$ cat config.mk
export PLATFORM = sky130hd
export DESIGN_NAME = fcs_supervisor
export DESIGN_NICKNAME = d
export VERILOG_FILES = /design/src/fcs_pkg.sv /design/src/fcs_supervisor.sv
export SDC_FILE = /design/constraint.sdc
export NUM_CORES = 1
export LEC_CHECK = 0
export BUFFER_PORTS_ARGS = -buffer_cell sky130_fd_sc_hd__buf_2
export CAP_MARGIN = 20
export CORE_MARGIN = 4
export CORE_UTILIZATION = 35
export CTS_BUF_LIST = sky130_fd_sc_hd__clkbuf_16
export CTS_CLUSTER_DIAMETER = 150
export CTS_CLUSTER_SIZE = 40
export DETAILED_ROUTE_END_ITERATION = 12
export SYNTH_ARGS = -nofsm -noshare
export SYNTH_HDL_FRONTEND = slang
export SYNTH_SLANG_ARGS = --single-unit
$ cat constraint.sdc
create_clock -name core_clk -period 7.05 [get_ports core_clk]
set_clock_uncertainty 0.15 [all_clocks]
set_input_delay 1.0575 -clock core_clk [delete_from_list [all_inputs] [get_ports core_clk]]
set_output_delay 1.0575 -clock core_clk [all_outputs]
set_load 0.02 [all_outputs]
$ cat src/fcs_pkg.sv
// Package with constants and carrier types of the flame controller supervision block.
package fcs_pkg;
  // Timing and rate threshold step.
  localparam int CLK_HZ = 10_000_000;
  localparam int TICK_MS = 100;
  localparam int TICK_CYC = CLK_HZ / 1000 * TICK_MS;
  localparam int WINDOW_MS = 1000;
  localparam logic [3:0] WINDOW_TICKS = 4'(WINDOW_MS / TICK_MS);
  localparam int POWERUP_MS = 1000;
  localparam logic [3:0] POWERUP_TICKS = 4'(POWERUP_MS / TICK_MS);
  localparam int DELAY_MIN_MS = 200;
  localparam int DELAY_MAX_MS = 12000;
  localparam int DELAY_DEF_MS = 5000;
  localparam logic [6:0] DELAY_MIN_TICKS = 7'((DELAY_MIN_MS + TICK_MS - 1) / TICK_MS);
  localparam logic [6:0] DELAY_MAX_TICKS = 7'(DELAY_MAX_MS / TICK_MS);
  localparam logic [6:0] DELAY_DEF_TICKS = 7'(DELAY_DEF_MS / TICK_MS);
  localparam logic [7:0] THR_STEP_CPS = 8'h19;
  // Register offsets.
  localparam logic [7:0] REG_CTRL = 8'h00;
  localparam logic [7:0] REG_DELAY = 8'h04;
  localparam logic [7:0] REG_STATUS = 8'h08;
  localparam logic [7:0] REG_IRQ_STAT = 8'h0c;
  localparam logic [7:0] REG_IRQ_MASK = 8'h10;
  localparam logic [7:0] REG_RATE = 8'h14;
  // Control field positions and reset values.
  localparam int CTRL_THR_LSB = 0;
  localparam int CTRL_CNT_LSB = 2;
  localparam int CTRL_LOOP_LSB = 6;
  localparam logic [1:0] THR_SEL_RST = 2'h0;
  localparam logic [3:0] DET_COUNT_RST = 4'h8;
  localparam logic [3:0] DET_COUNT_MAX = 4'h8;
  localparam logic [2:0] LOOPS_RST = 3'h1;
  localparam logic [2:0] LOOPS_MAX = 3'h4;
  // Interrupt bits.
  localparam int IRQ_W = 3;
  localparam int IRQ_INSTANT = 0;
  localparam int IRQ_TIMED = 1;
  localparam int IRQ_FAULT = 2;
  // Display codes.
  localparam logic [3:0] CODE_DET = 4'h2;
  localparam logic [3:0] CODE_WIRE = 4'h3;
  localparam logic [3:0] CODE_BYPASS = 4'h8;
  typedef struct packed {
    logic [1:0] thr_sel;
    logic [3:0] det_count;
    logic [2:0] eol_loops;
  } fcs_cfg_t;
  typedef struct packed {
    logic enable;
    logic [3:0] left;
    logic [3:0] right;
  } fcs_disp_t;
endpackage

$ cat src/fcs_supervisor.sv
// Flame controller supervision: rate detection, timed output, self-test scan and fault report.
`timescale 1ns/1ps
module fcs_supervisor #(
  parameter int N_DET = 8,
  parameter int TICK_CYCLES = fcs_pkg::TICK_CYC
) (
  input wire logic core_clk,
  input wire logic reset_n,
  input wire logic [7:0] reg_addr,
  input wire logic [31:0] reg_wdata,
  input wire logic reg_wr,
  input wire logic reg_rd,
  output logic [31:0] reg_rdata,
  input wire logic [N_DET-1:0] uv_pulse,
  input wire logic [N_DET-1:0] det_present,
  input wire logic [N_DET-1:0] optic_echo,
  input wire logic [2:0] eol_sense,
  input wire logic remote_reset_closed,
  input wire logic bypass_switch,
  input wire logic self_test_button,
  input wire logic select_button,
  output logic instant_out,
  output logic instant_indicator,
  output logic timed_out,
  output logic delayed_indicator,
  output logic fault_relay,
  output logic fault_indicator,
  output fcs_pkg::fcs_disp_t disp,
  output logic irq
);
  localparam int TW = $clog2(TICK_CYCLES);

  // Parameters the logic cannot serve are refused.
  if (N_DET < 1 || N_DET > 8 || TICK_CYCLES < 2) begin : g_chk
    $error("fcs_supervisor: unsupported parameter value");
  end

  // Counts the pulses arriving in one cycle.
  function automatic logic [3:0] pop(input logic [N_DET-1:0] v);
    logic [3:0] n;
    n = 4'h0;
    for (int i = 0; i < N_DET; i++) begin
      n = n + {3'h0, v[i]};
    end
    return n;
  endfunction

  // A detector count is usable from 1 to 8.
  function automatic logic cnt_ok(input logic [3:0] c);
    return c != 4'h0 && c <= fcs_pkg::DET_COUNT_MAX;
  endfunction

  fcs_pkg::fcs_cfg_t cfg_q;
  logic [6:0] delay_q;
  logic [fcs_pkg::IRQ_W-1:0] irq_stat_q, irq_mask_q, ev;
  logic [TW-1:0] tick_cnt_q;
  logic tick;
  logic [3:0] win_q, pu_q;
  logic [7:0] rate_q, last_rate_q;
  logic rate_ok_q, instant_q, timed_q, pu_active;
  logic [6:0] dly_cnt_q;
  logic [2:0] scan_q, sel_q;
  logic sel_btn_q;
  logic [N_DET-1:0] opt_fail_q, in_cfg, missing, det_fault;
  logic wire_fault, live_fault, live_q, latch_q, latch_d, test_ok, instant_d;
  logic [3:0] fault_num;
  logic [3:0] pc;
  logic [7:0] thr;

  // Base tick of 100 ms from the system clock.
  // A shorter tick parameter speeds up simulation without changing any ratio.
  always_ff @(posedge core_clk or negedge reset_n) begin
    if (!reset_n) begin
      tick_cnt_q <= '0;
    end else if (tick) begin
      tick_cnt_q <= '0;
    end else begin
      tick_cnt_q <= tick_cnt_q + 1'b1;
    end
  end
  assign tick = tick_cnt_q == TW'(TICK_CYCLES - 1);

  // Register writes; illegal counts and loop settings are ignored, delay is clamped.
  always_ff @(posedge core_clk or negedge reset_n) begin
    if (!reset_n) begin
      cfg_q.thr_sel <= fcs_pkg::THR_SEL_RST;
      cfg_q.det_count <= fcs_pkg::DET_COUNT_RST;
      cfg_q.eol_loops <= fcs_pkg::LOOPS_RST;
      delay_q <= fcs_pkg::DELAY_DEF_TICKS;
      irq_mask_q <= '0;
    end else if (reg_wr) begin
      if (reg_addr == fcs_pkg::REG_CTRL) begin
        cfg_q.thr_sel <= reg_wdata[fcs_pkg::CTRL_THR_LSB +: 2];
        if (cnt_ok(reg_wdata[fcs_pkg::CTRL_CNT_LSB +: 4])) begin
          cfg_q.det_count <= reg_wdata[fcs_pkg::CTRL_CNT_LSB +: 4];
        end
        if (reg_wdata[fcs_pkg::CTRL_LOOP_LSB +: 3] != 3'h0 &&
            reg_wdata[fcs_pkg::CTRL_LOOP_LSB +: 3] <= fcs_pkg::LOOPS_MAX) begin
          cfg_q.eol_loops <= reg_wdata[fcs_pkg::CTRL_LOOP_LSB +: 3];
        end
      end
      if (reg_addr == fcs_pkg::REG_DELAY) begin
        if (reg_wdata[31:0] < 32'(fcs_pkg::DELAY_MIN_TICKS)) begin
          delay_q <= fcs_pkg::DELAY_MIN_TICKS;
        end else if (reg_wdata[31:0] > 32'(fcs_pkg::DELAY_MAX_TICKS)) begin
          delay_q <= fcs_pkg::DELAY_MAX_TICKS;
        end else begin
          delay_q <= reg_wdata[6:0];
        end
      end
      if (reg_addr == fcs_pkg::REG_IRQ_MASK) begin
        irq_mask_q <= reg_wdata[fcs_pkg::IRQ_W-1:0];
      end
    end
  end

  // Pulse rate over a one second window, compared with the selected threshold.
  assign pc = pop(uv_pulse);
  assign thr = 8'(({6'h0, cfg_q.thr_sel} + 8'h01) * fcs_pkg::THR_STEP_CPS);
  always_ff @(posedge core_clk or negedge reset_n) begin
    if (!reset_n) begin
      win_q <= 4'h0;
      rate_q <= 8'h00;
      last_rate_q <= 8'h00;
      rate_ok_q <= 1'b0;
    end else if (tick && win_q == fcs_pkg::WINDOW_TICKS - 4'h1) begin
      win_q <= 4'h0;
      rate_q <= {4'h0, pc};
      last_rate_q <= rate_q;
      rate_ok_q <= rate_q >= thr;
    end else begin
      if (tick) begin
        win_q <= win_q + 4'h1;
      end
      rate_q <= (rate_q > 8'hff - {4'h0, pc}) ? 8'hff : rate_q + {4'h0, pc};
    end
  end

  // Manual test passes when the selected detector is present and returns its echo.
  assign test_ok = self_test_button && det_present[sel_q] && optic_echo[sel_q];
  assign instant_d = rate_ok_q || test_ok;

  // Instant output and the delay count, restarted on any loss of detection.
  always_ff @(posedge core_clk or negedge reset_n) begin
    if (!reset_n) begin
      instant_q <= 1'b0;
      timed_q <= 1'b0;
      dly_cnt_q <= 7'h00;
    end else begin
      instant_q <= instant_d;
      if (!instant_d) begin
        dly_cnt_q <= 7'h00;
        timed_q <= 1'b0;
      end else begin
        // The first tick after detection starts may come at once, so it is not counted:
        // timed rises after the full delay and at most one tick later, never earlier.
        if (tick && dly_cnt_q <= delay_q) begin
          dly_cnt_q <= dly_cnt_q + 7'h01;
        end
        timed_q <= dly_cnt_q > delay_q;
      end
    end
  end

  // Automatic optical scan of the configured detectors only.
  always_ff @(posedge core_clk or negedge reset_n) begin
    if (!reset_n) begin
      scan_q <= 3'h0;
      opt_fail_q <= '0;
    end else begin
      opt_fail_q <= opt_fail_q & in_cfg;
      if (tick) begin
        opt_fail_q[scan_q] <= ~optic_echo[scan_q] & in_cfg[scan_q];
      end
      // A smaller count written mid-scan pulls the pointer back in the next cycle; a tick falling in that cycle
      // still lands outside the configured set, where in_cfg keeps the optical fail clear.
      if (tick || {1'b0, scan_q} >= cfg_q.det_count) begin
        if ({1'b0, scan_q} + 4'h1 >= cfg_q.det_count) begin
          scan_q <= 3'h0;
        end else begin
          scan_q <= scan_q + 3'h1;
        end
      end
    end
  end

  // Detectors inside the configured count, and those missing among them.
  for (genvar i = 0; i < N_DET; i++) begin : g_det
    assign in_cfg[i] = 4'(i) < cfg_q.det_count;
    assign missing[i] = in_cfg[i] && !det_present[i];
  end
  assign det_fault = missing | opt_fail_q;
  // The loop current is only a count here; any mismatch, open or short, is a fault.
  assign wire_fault = eol_sense != cfg_q.eol_loops;
  assign live_fault = (|det_fault) || wire_fault;

  // Lowest faulty detector number, counted from one.
  always_comb begin
    fault_num = 4'h0;
    for (int i = N_DET - 1; i >= 0; i--) begin
      if (det_fault[i]) begin
        fault_num = 4'(i + 1);
      end
    end
  end

  // Selection of the detector for manual test, stepped by the select button.
  // Stepping wraps at the configured count; a count lowered later leaves an unused head selected until the next step.
  always_ff @(posedge core_clk or negedge reset_n) begin
    if (!reset_n) begin
      sel_q <= 3'h0;
      sel_btn_q <= 1'b0;
    end else begin
      sel_btn_q <= select_button;
      if (select_button && !sel_btn_q) begin
        sel_q <= ({1'b0, sel_q} + 4'h1 >= cfg_q.det_count) ? 3'h0 : sel_q + 3'h1;
      end
    end
  end

  // Power-up flash time of the fault indicator.
  // The flash also tells the operator that the supervisor came out of reset.
  always_ff @(posedge core_clk or negedge reset_n) begin
    if (!reset_n) begin
      pu_q <= 4'h0;
    end else if (tick && pu_active) begin
      pu_q <= pu_q + 4'h1;
    end
  end
  assign pu_active = pu_q != fcs_pkg::POWERUP_TICKS;

  // A held reset closure makes the latch transparent to the live fault.
  assign latch_d = live_fault || (latch_q && !remote_reset_closed);

  // Fault latch, relay, indicator and display.
  always_ff @(posedge core_clk or negedge reset_n) begin
    if (!reset_n) begin
      latch_q <= 1'b0;
      live_q <= 1'b0;
      fault_relay <= 1'b0;
      fault_indicator <= 1'b1;
      disp <= '0;
    end else begin
      latch_q <= latch_d;
      live_q <= live_fault;
      fault_relay <= !live_fault;
      fault_indicator <= latch_d || pu_active || bypass_switch;
      if (bypass_switch) begin
        disp <= '{1'b1, {1'b0, sel_q} + 4'h1, fcs_pkg::CODE_BYPASS};
      end else if (|det_fault) begin
        disp <= '{1'b1, fault_num, fcs_pkg::CODE_DET};
      end else if (wire_fault) begin
        disp <= '{1'b1, 4'h0, fcs_pkg::CODE_WIRE};
      end else if (!latch_d) begin
        // A latched fault with no live cause keeps its last code on show until reset.
        disp <= '0;
      end
    end
  end

  assign instant_out = instant_q;
  assign instant_indicator = instant_q;
  assign timed_out = timed_q;
  assign delayed_indicator = timed_q;

  // Sticky interrupt status; a new event wins over a write-one clear.
  assign ev[fcs_pkg::IRQ_INSTANT] = instant_d && !instant_q;
  assign ev[fcs_pkg::IRQ_TIMED] = !timed_q && instant_d && dly_cnt_q > delay_q;
  assign ev[fcs_pkg::IRQ_FAULT] = live_fault && !live_q;
  always_ff @(posedge core_clk or negedge reset_n) begin
    if (!reset_n) begin
      irq_stat_q <= '0;
      irq <= 1'b0;
    end else begin
      if (reg_wr && reg_addr == fcs_pkg::REG_IRQ_STAT) begin
        irq_stat_q <= (irq_stat_q & ~reg_wdata[fcs_pkg::IRQ_W-1:0]) | ev;
      end else begin
        irq_stat_q <= irq_stat_q | ev;
      end
      irq <= |(irq_stat_q & irq_mask_q);
    end
  end

  // Read data, valid only in the cycle after the read strobe.
  always_ff @(posedge core_clk or negedge reset_n) begin
    if (!reset_n) begin
      reg_rdata <= 32'h0;
    end else if (!reg_rd) begin
      reg_rdata <= 32'h0;
    end else begin
      unique case (reg_addr)
        fcs_pkg::REG_CTRL: reg_rdata <= 32'({cfg_q.eol_loops, cfg_q.det_count, cfg_q.thr_sel});
        fcs_pkg::REG_DELAY: reg_rdata <= 32'(delay_q);
        fcs_pkg::REG_STATUS: reg_rdata <= 32'({wire_fault, |det_fault, latch_q, bypass_switch,
                                                 live_fault, timed_q, instant_q});
        fcs_pkg::REG_IRQ_STAT: reg_rdata <= 32'(irq_stat_q);
        fcs_pkg::REG_IRQ_MASK: reg_rdata <= 32'(irq_mask_q);
        fcs_pkg::REG_RATE: reg_rdata <= 32'(last_rate_q);
        default: reg_rdata <= 32'h0;
      endcase
    end
  end
endmodule

== Word-level counts from Yosys, hierarchy flattened ==
Index checks and enable logic that the tools add are counted.

* Output and inout bits: 48
* Logic and storage cells: 182
* Bits in registers: 137
* Input port bits: 75

* Equality and inequality tests: 11
* Bitwise gates (word level): 9
* Muxes and demuxes: 39
* Add/subtract/negate cells: 18
* Order comparisons: 22
* Reduce and logical (&&, ||, !) cells: 54
* Multipliers: 1

{| class="wikitable"
|+ Operators by type and width
! operator !! number
|-
| 9-bit one-hot mux with 6 select lines || 1
|-
| 9-bit two-way mux || 5
|-
| 4-bit two-way mux || 10
|-
| 32-bit by 7-bit greater-than comparator with 1-bit output, second input constant || 1
|-
| 32-bit by 2-bit less-than comparator with 1-bit output, second input constant || 1
|-
| 7-bit two-way mux || 4
|-
| 8-bit two-way mux || 3
|-
| 1-bit logical AND || 23
|-
| 20-bit by 1-bit adder with 20-bit output, second input constant || 1
|-
| 20-bit equality test, second input constant || 1
|-
| 20-bit two-way mux || 1
|-
| 4-bit by 1-bit adder with 4-bit output || 4
|-
| 8-bit by 4-bit equality test with 1-bit output, second input constant || 2
|-
| 8-bit by 5-bit equality test with 1-bit output, second input constant || 2
|-
| 3-bit by 4-bit less-than comparator with 1-bit output, first input constant || 4
|-
| 1-bit logical NOT || 14
|-
| 1-bit binary-select mux with 3-bit select || 4
|-
| 3-bit two-way mux || 3
|-
| 3-bit by 1-bit adder with 4-bit output, second input constant || 2
|-
| 4-bit by 1-bit adder with 4-bit output, second input constant || 2
|-
| 8-bit by 4-bit adder with 8-bit output || 1
|-
| 8-bit bitwise AND || 1
|-
| 8-bit bitwise mux || 1
|-
| 8-bit by 3-bit equality test with 1-bit output, second input constant || 1
|-
| other kinds (42) || 62
|}

== Logic depth before layout (Yosys ltp) ==
Gate-level depths: netlist of run 1.

* Depth in word-level cells: 13
* Mapped depth: 16
* Depth with buffers taken out: 16

== Worst setup path after synthesis of run 1 ==
OpenSTA, ideal clock, no wires.

* Kind: input to register
* Start point: input uv_pulse[0]
* End point: register rate_q[2]
* Arrival: 4474 ps
* Setup slack: 2305 ps
* Data required time: 6779 ps
* Stages on the path: 15
* Library setup time: 121 ps
* Buffers on the path: 0
* Cells stage by stage: inv_1 -> fa_1 -> fa_1 -> fa_1 -> inv_1 -> ha_1 -> inv_1 -> fa_1 -> inv_1 -> ha_1 -> nor2b_1 -> o211a_1 -> o211ai_1 -> nand2_1 -> o22a_1

* Word-level cells in the longest chain between the ends: 11
* Elaborated cells on any way between the ends: 12
* Those cells by class: add/sub: 9; order compare: 1; mux: 2

{| class="wikitable"
|+ Ends and longest elaborated chain
! what !! RTL line !! source
|-
| from (decl) || fcs_supervisor.sv:14 || <nowiki>input wire logic [N_DET-1:0] uv_pulse,</nowiki>
|-
| 1-bit by 1-bit adder with 2-bit output * || fcs_supervisor.sv:43 || <nowiki>n = n + {3'h0, v[i]};</nowiki>
|-
| 2-bit by 1-bit adder with 3-bit output * || fcs_supervisor.sv:43 ||
|-
| 3-bit by 1-bit adder with 4-bit output * || fcs_supervisor.sv:43 ||
|-
| 4-bit by 1-bit adder with 4-bit output * (4 in series) || fcs_supervisor.sv:43 ||
|-
| 1-bit by 5-bit subtractor with 6-bit output || fcs_supervisor.sv:135 || <nowiki>rate_q <= (rate_q > 8'hff - {4'h0, pc}) ? 8'hff : rate_q + {4'h0, pc};</nowiki>
|-
| 8-bit greater-than comparator || fcs_supervisor.sv:135 ||
|-
| 8-bit two-way mux || fcs_supervisor.sv:135 ||
|-
| 8-bit two-way mux * || fcs_supervisor.sv:126 || <nowiki>end else if (tick && win_q == fcs_pkg::WINDOW_TICKS - 4'h1) begin</nowiki>
|-
| to (signal assigned) || fcs_supervisor.sv:128 || <nowiki>rate_q <= {4'h0, pc};</nowiki>
|-
| to (signal assigned) || fcs_supervisor.sv:135 ||
|-
| to (decl) || fcs_supervisor.sv:59 || <nowiki>logic [7:0] rate_q, last_rate_q;</nowiki>
|}

Every way passes the cells marked *; elsewhere a longest branch is shown, timed or not.
A chain may end at the register's enable or synchronous reset.

== Worst setup path in the final report of run 1 ==
Same ends and word-level chain as after synthesis.

==> metrics.md, run 1 <==
| Metric | Value |
|---|---|
| Clock Sinks | `113` |
| Slew Limit Fails | `0` |
| Core region area | `19530 um^2` |
| Worst stage delay on the critical path | `0.55 ns` |
| Fillers | `1954` |
| Number of global-route vias before repair | `5367` |
| Synth Area in XOR/XNOR | `0.04537` |
| Die area | `22170 um^2` |
| Dpl cells | `1069` |
| Die Height | `148.9 um` |
| H-tree lvl count | `4` |
| Worst-Skew Late Latency | `0.42 ns` |
| Setup crit start kind | `input pin` |
| # nets final | `953` |
| Final Hold Vio Count | `0` |
| Cells along the critical path | `buf_2 -> inv_1 -> fa_1 -> fa_1 -> fa_1 -> inv_1 -> ha_1 -> inv_1 -> fa_1 -> inv_1 -> ha_1 -> nor2b_1 -> o211a_1 -> o211ai_1 -> nand2_1 -> o22a_1` |
| Via/cell ratio | `5.043` |
| Commonest non-fill, non-tap cell in the layout | `dfrtp_1` |
| Fraction of registers with async set/reset | `1.000` |
| Post-Syn Area | `6949 um^2` |
| Syn avg cell area | `9.546 um^2` |
| CP top delay family | `adder cells` |
| Highest clock rate | `210.6 MHz` |
| DRT iter0 DRCs | `370` |
| Top-Level Pins | `123` |
| Post-CTS Repair Setup Buffers | `0` |
| Bufs on Longest Clock Path | `2` |
| Compound-cell area share of the yosys netlist | `0.1556` |
| Fin cells | `1103` |
| RSZ-0062 raised after global routing | `false` |
| Die X | `148.9 um` |
| Layout Area Growth over Synthesis | `16.89%` |
| Pleak | `0.003867 uW` |
| CTS root buf | `clkbuf_16` |
| Crit Path Max Fanout | `5` |
| Hold buffer count at cts | `0` |
| Dominant register cell in the synthesized netlist | `dfrtp_1` |
| IO Port Bufs | `98` |
| Clock-pin transition on the worst setup and hold timing paths | `0.05 ns` |
| Yosys warns | `0` |
| Pin count of the biggest net entering global routing | `72` |
| # diodes | `0` |
| Simple-Gate Fraction of Synth Area | `0.1773` |
| Total Routing Usage GR | `0.1493` |
| Total grt overflow | `0` |
| Clock period minus worst slack | `4.748 ns` |
| Post-CTS resize count | `0` |
| FP Rows | `51` |
| Vias after detailed routing | `5562` |
| ANT nets after route | `0` |
| Share of layout cells above drive strength 1 | `0.1993` |
| Status | `completed` |
| Peak supply drop | `0.1296 mV` |
| Main combinational cell family by area after synthesis | `simple AND/OR/NAND/NOR gates` |
| Post-Synthesis Cells | `728` |
| Drt wl/cell | `14.64 um` |
| Total Wirelength | `16150 um` |
| CTS tree | `yes` |
| Worst Path Required | `7.19 ns` |
| CP max stage cell | `fa_1` |
| Slew HR | `0.4018` |
| Tcrit/Tclk final | `0.6735` |
| Worst hold path type | `register to register` |
| Max-cap violations | `0` |
| Area share of fa/ha/maj cells after synthesis | `0.1023` |
| Most frequent cells in the layout | `dfrtp_1, buf_2, nand2_1` |
| Setup crit end kind | `register` |
| Final setup violation count | `0` |
| Initial Util | `0.3559` |
| Setup TNS | `0 ns` |
| PD cells | `252.0 nW/um^2` |
| Mux share of post-synthesis cell area | `0.04105` |
| WS Path Type | `input pin to register` |
| First-pass GRT wire length | `26650 um` |
| Initial antenna violation count | `0` |
| RD Place Congestion | `0.8135` |
| Measured slew at the worst slew-check pin | `0.8973 ns` |
| Number of buffers and inverters on the critical path | `5` |
| Seq/Total Area, Yosys | `0.4080` |
| Worst Path Arrival | `4.89 ns` |
| DRC | `0` |
| Detailed placer's ending HPWL | `12060 um` |
| Count of cell types in the netlist | `71` |
| #FFs+latches synth | `113` |
| Post-synth EDFFs | `0` |
| Drt pass-1 iters | `7` |
| CTS Buf Count | `17` |
## layer usage
| layer | track usage | part of all wire | up-vias |
|---|---|---|---|
| li1 | - | - | 2749 |
| met1 | 0.2054 | 0.49 | 2649 |
| met2 | 0.2347 | 0.45 | 152 |
| met3 | 0.03312 | 0.051 | 12 |
| met4 | 0.04851 | 0.012 | 0 |
| met5 | 0 | 0 | - |
## registers in the layout, summed over array words and instances (netlist names), 8 cells and up
name	cells
cfg_q	9
tick_cnt_q	20
rate_q	8
disp	8
opt_fail_q	8
reg_rdata	9
last_rate_q	8
## cell type report
| type | count | area [um^2] | share of cell area |
|---|---|---|---|
| Multi-Input combinational cell | 542 | 3715 | 0.4573 |
| Timing Repair Buffer | 101 | 513.0 | 0.06315 |
| Tap cell | 265 | 331.6 | 0.04082 |
| Clock buffer | 17 | 425.4 | 0.05237 |
| Clock inverter | 15 | 115.1 | 0.01417 |
| Sequential cell | 113 | 2835 | 0.3490 |
| Inverter | 50 | 187.7 | 0.02311 |
## power by group
group / total (uW) / switching (uW) / internal, uW
clock: 790 / 286 / 504
combinational: 476 / 258 / 218
sequential: 781 / 74.8 / 706
total: 2050 / 618 / 1430
## final timing paths
| path | start | endpoint | slack (ns) | cells past startpoint |
|---|---|---|---|---|
| max | uv_pulse[0] | rate_q[2]$_DFF_PN0_ | 2.30 | 16 |
| min | live_q$_DFF_PN0_ | irq_stat_q[2]$_DFF_PN0_ | 0.27 | 1 |
| max reg2reg | tick_cnt_q[8]$_DFF_PN0_ | opt_fail_q[1]$_DFF_PN0_ | 4.16 | 6 |
| min reg2reg | live_q$_DFF_PN0_ | irq_stat_q[2]$_DFF_PN0_ | 0.27 | 1 |
| max in group asynchronous | reset_n | sel_q[1]$_DFFE_PN0P_ | 4.96 | 2 |
| min in group asynchronous | reset_n | irq_stat_q[0]$_DFF_PN0_ | 0.49 | 1 |
## synth_stat cells, types with 7 or more instances
master / instances / area, um^2
a31oi_1: 7 / 43.79
nand4_1: 12 / 75.07
nand3_1: 32 / 160.2
ha_1: 48 / 600.6
nor2b_1: 9 / 56.30
xnor2_1: 19 / 166.4
nor3_1: 13 / 65.06
mux2_2: 14 / 157.7
o21ai_0: 43 / 215.2
nand2_1: 65 / 244.0
a21o_1: 13 / 97.59
and2_1: 7 / 43.79
nor4_1: 11 / 68.82
buf_4: 26 / 195.2
nor2_1: 51 / 191.4
a22oi_1: 10 / 75.07
a21oi_1: 41 / 205.2
xor2_1: 17 / 148.9
inv_1: 50 / 187.7
dfrtp_1: 107 / 2678
o31ai_1: 7 / 52.55
nand2b_1: 8 / 50.05
clkbuf_1: 13 / 48.80
## cell families after synthesis
kind of cell	Yosys count
adder cells (fa/ha/maj)	54
AND/OR/NAND/NOR	239
multiplexers	23
XOR/XNOR	36
other	1
buffers and inverters	96
flip-flops	113
AO/OA/AOI/OAI	166
## through the flow
step	util	hold WS [ns]	cell area [um^2]	setup slack [ns]	total power, uW
3_3_place_gp	0.3877	0.2564	7570	1.966	1251
4_1_cts	0.4154	0.2687	8110	2.313	2067
5_1_grt	0.4160	0.2944	8123	2.081	2181
6_report	0.4160	0.2669	8123	2.302	2047
3_5_place_dp	0.3877	0.2702	7570	1.869	1268
2_1_floorplan	-	0.2428	7036	2.305	1135
Note: power is estimated with default switching activity, not from simulation.
==> run 2, diff against run 1 <==
==> constraint.sdc (replaced) <==
create_clock -name core_clk -period 4.69 [get_ports core_clk]
set_clock_uncertainty 0.15 [all_clocks]
set_input_delay 0.7035 -clock core_clk [delete_from_list [all_inputs] [get_ports core_clk]]
set_output_delay 0.7035 -clock core_clk [all_outputs]
set_load 0.02 [all_outputs]
==> metrics.md, run 2 (same netlist as run 1, synthesis figures left out) <==
| Metric | Value |
|---|---|
| Via/cell ratio | `5.051 (+0.16%)` |
| Post-CTS Repair Setup Buffers | `0 (unchanged)` |
| Clock-pin transition on the worst setup and hold timing paths | `0.05 ns (about the same)` |
| RR Endpoint | `opt_fail_q[5]$_DFF_PN0_` |
| Max-cap violations | `0 (unchanged)` |
| Status | `completed` |
| Bufs on Longest Clock Path | `2 (unchanged)` |
| Setup crit end kind | `register` |
| CTS tree | `yes` |
| Worst Path Arrival | `4.33 ns (-0.56 ns)` |
| Reg2reg start | `tick_cnt_q[8]$_DFF_PN0_` |
| Most frequent cells in the layout | `dfrtp_1, buf_2, nand2_1` |
| CP max stage cell | `fa_1` |
| IO Port Bufs | `98 (unchanged)` |
| Post-CTS resize count | `0 (unchanged)` |
| Share of layout cells above drive strength 1 | `0.2060 (+0.006668)` |
| Setup crit start kind | `input pin` |
| Worst stage delay on the critical path | `0.54 ns (about the same)` |
| CP top delay family | `adder cells` |
| Reg area | `2835 um^2 (unchanged)` |
| Worst setup margin | `0.5148 ns (-1.787 ns)` |
| Final setup violation count | `0 (unchanged)` |
| RD Place Congestion | `0.8094 (-0.50%)` |
| Total grt overflow | `0 (unchanged)` |
| Number of global-route vias before repair | `5442 (+1.4%)` |
| Fillers | `1925 (-1.5%)` |
| Utilization after layout | `0.4223 (+0.006279)` |
| DRC | `0 (unchanged)` |
| # nets final | `955 (+0.21%)` |
| Pin count of the biggest net entering global routing | `42 (-42%)` |
| Overall Power | `3319 uW (+62%)` |
| Highest clock rate | `239.5 MHz` |
| Top-Level Pins | `123 (unchanged)` |
| Layout Area Growth over Synthesis | `18.65%` |
| Setup TNS | `0 ns (unchanged)` |
| Total Routing Usage GR | `0.1534 (+0.004084)` |
| Pleak | `0.003899 uW (+0.85%)` |
| Worst hold path type | `input pin to async pin` |
| Worst Path Required | `4.84 ns (-2.35 ns)` |
| Hold buffer count at cts | `0 (unchanged)` |
| Initial antenna violation count | `0 (unchanged)` |
| Drt wl/cell | `14.72 um (+0.55%)` |
| DRT iter0 DRCs | `428 (+16%)` |
| Dpl cells | `1071 (+0.19%)` |
| Core region area | `19530 um^2 (unchanged)` |
| Worst R2R Setup Slack | `1.81 ns (-2.35 ns)` |
| Tcrit/Tclk final | `0.8902` |
| Worst R2R Path Depth | `6 (unchanged)` |
| Slew HR | `0.4333 (+0.03154)` |
| # diodes | `0 (unchanged)` |
| Fin cells | `1105 (+0.18%)` |
| H-tree lvl count | `4 (unchanged)` |
| Number of buffers and inverters on the critical path | `5 (unchanged)` |
| Crit Path Max Fanout | `3 (-2)` |
| Dpl ws | `0.05923 ns (-1.810 ns)` |
| Biggest register | `tick_cnt_q` |
| Measured slew at the worst slew-check pin | `0.8422 ns (-0.05509 ns)` |
| Cells along the critical path | `buf_2 -> inv_1 -> fa_1 -> fa_1 -> fa_1 -> inv_1 -> ha_1 -> inv_1 -> fa_1 -> inv_1 -> ha_1 -> nor2b_1 -> o211a_1 -> o211ai_1 -> nand2_1 -> o22a_1` |
| CTS root buf | `clkbuf_16` |
| Commonest non-fill, non-tap cell in the layout | `dfrtp_1` |
| Detailed placer's ending HPWL | `12180 um (+1.0%)` |
| Die Height | `148.9 um (unchanged)` |
| ANT nets after route | `0 (unchanged)` |
| Initial Util | `0.3559 (unchanged)` |
| Multi-input gate area | `3715 um^2 (unchanged)` |
| PD cells | `402.5 nW/um^2 (+60%)` |
| Top Registers | `tick_cnt_q x20, cfg_q x9, reg_rdata x9` |
| First-pass GRT wire length | `27310 um (+2.5%)` |
| Drt pass-1 iters | `6 (-1)` |
| Worst-Skew Late Latency | `0.42 ns (about the same)` |
| WS Path Type | `input pin to register` |
| FP Rows | `51 (unchanged)` |
| Final Hold Vio Count | `0 (unchanged)` |
| Die area | `22170 um^2 (unchanged)` |
| RSZ-0062 raised after global routing | `false` |
| Slew Limit Fails | `0 (unchanged)` |
| Clock Sinks | `113 (unchanged)` |
| Crit path depth | `16 (unchanged)` |
| Total Wirelength | `16270 um (+0.73%)` |
| CTS Buf Count | `17 (unchanged)` |
| Largest register FFs | `20 (unchanged)` |
| Peak supply drop | `0.1682 mV (+30%)` |
| Die X | `148.9 um (unchanged)` |
| Clock period minus worst slack | `4.175 ns` |
| Vias after detailed routing | `5581 (+0.34%)` |
-- run 2: metal layers --
layer  wire length [um]  global-route usage  part of all wire  vias up
li1                   -                   -                 -     2745
met1               7732              0.2098              0.48     2668
met2               7315              0.2372              0.45      146
met3                934             0.04224             0.057       22
met4                284             0.04851             0.017        0
met5                  0                   0                 0        -
-- run 2: power by group --
part	internal, uW	switching [uW]	total [uW]
registers	1060	111	1170
logic	330	390	720
clock network	982	445	1430
-- run 2: final cells by class --
type / instances / share of cell area
tap: 265 / 0.04021
sequential: 113 / 0.3439
inverter: 50 / 0.02276
timing repair buffer: 103 / 0.06404
multi-input combinational: 542 / 0.4505
clock inverter: 15 / 0.02701
clock buffer: 17 / 0.05159
-- run 2: stage by stage --
stage	hold slack, ns	instance area [um^2]
floorplan	0.2428	7036
finish	0.1149	8245
global route	0.1559	8245
CTS	0.1355	8233
detailed placement	0.2624	7585
global placement	0.2509	7585
-- run 2: worst max path at each step --
stage / start / end / slack, ns
6_report: uv_pulse[0] / rate_q[2]$_DFF_PN0_ / 0.51
2_1_floorplan: uv_pulse[0] / rate_q[2]$_DFF_PN0_ / 0.30
4_1_cts: uv_pulse[0] / rate_q[2]$_DFF_PN0_ / 0.51
3_5_place_dp: uv_pulse[0] / rate_q[2]$_DFF_PN0_ / 0.06
3_3_place_gp: uv_pulse[0] / rate_q[3]$_DFF_PN0_ / 0.18
5_1_grt: uv_pulse[0] / rate_q[1]$_DFF_PN0_ / 0.25
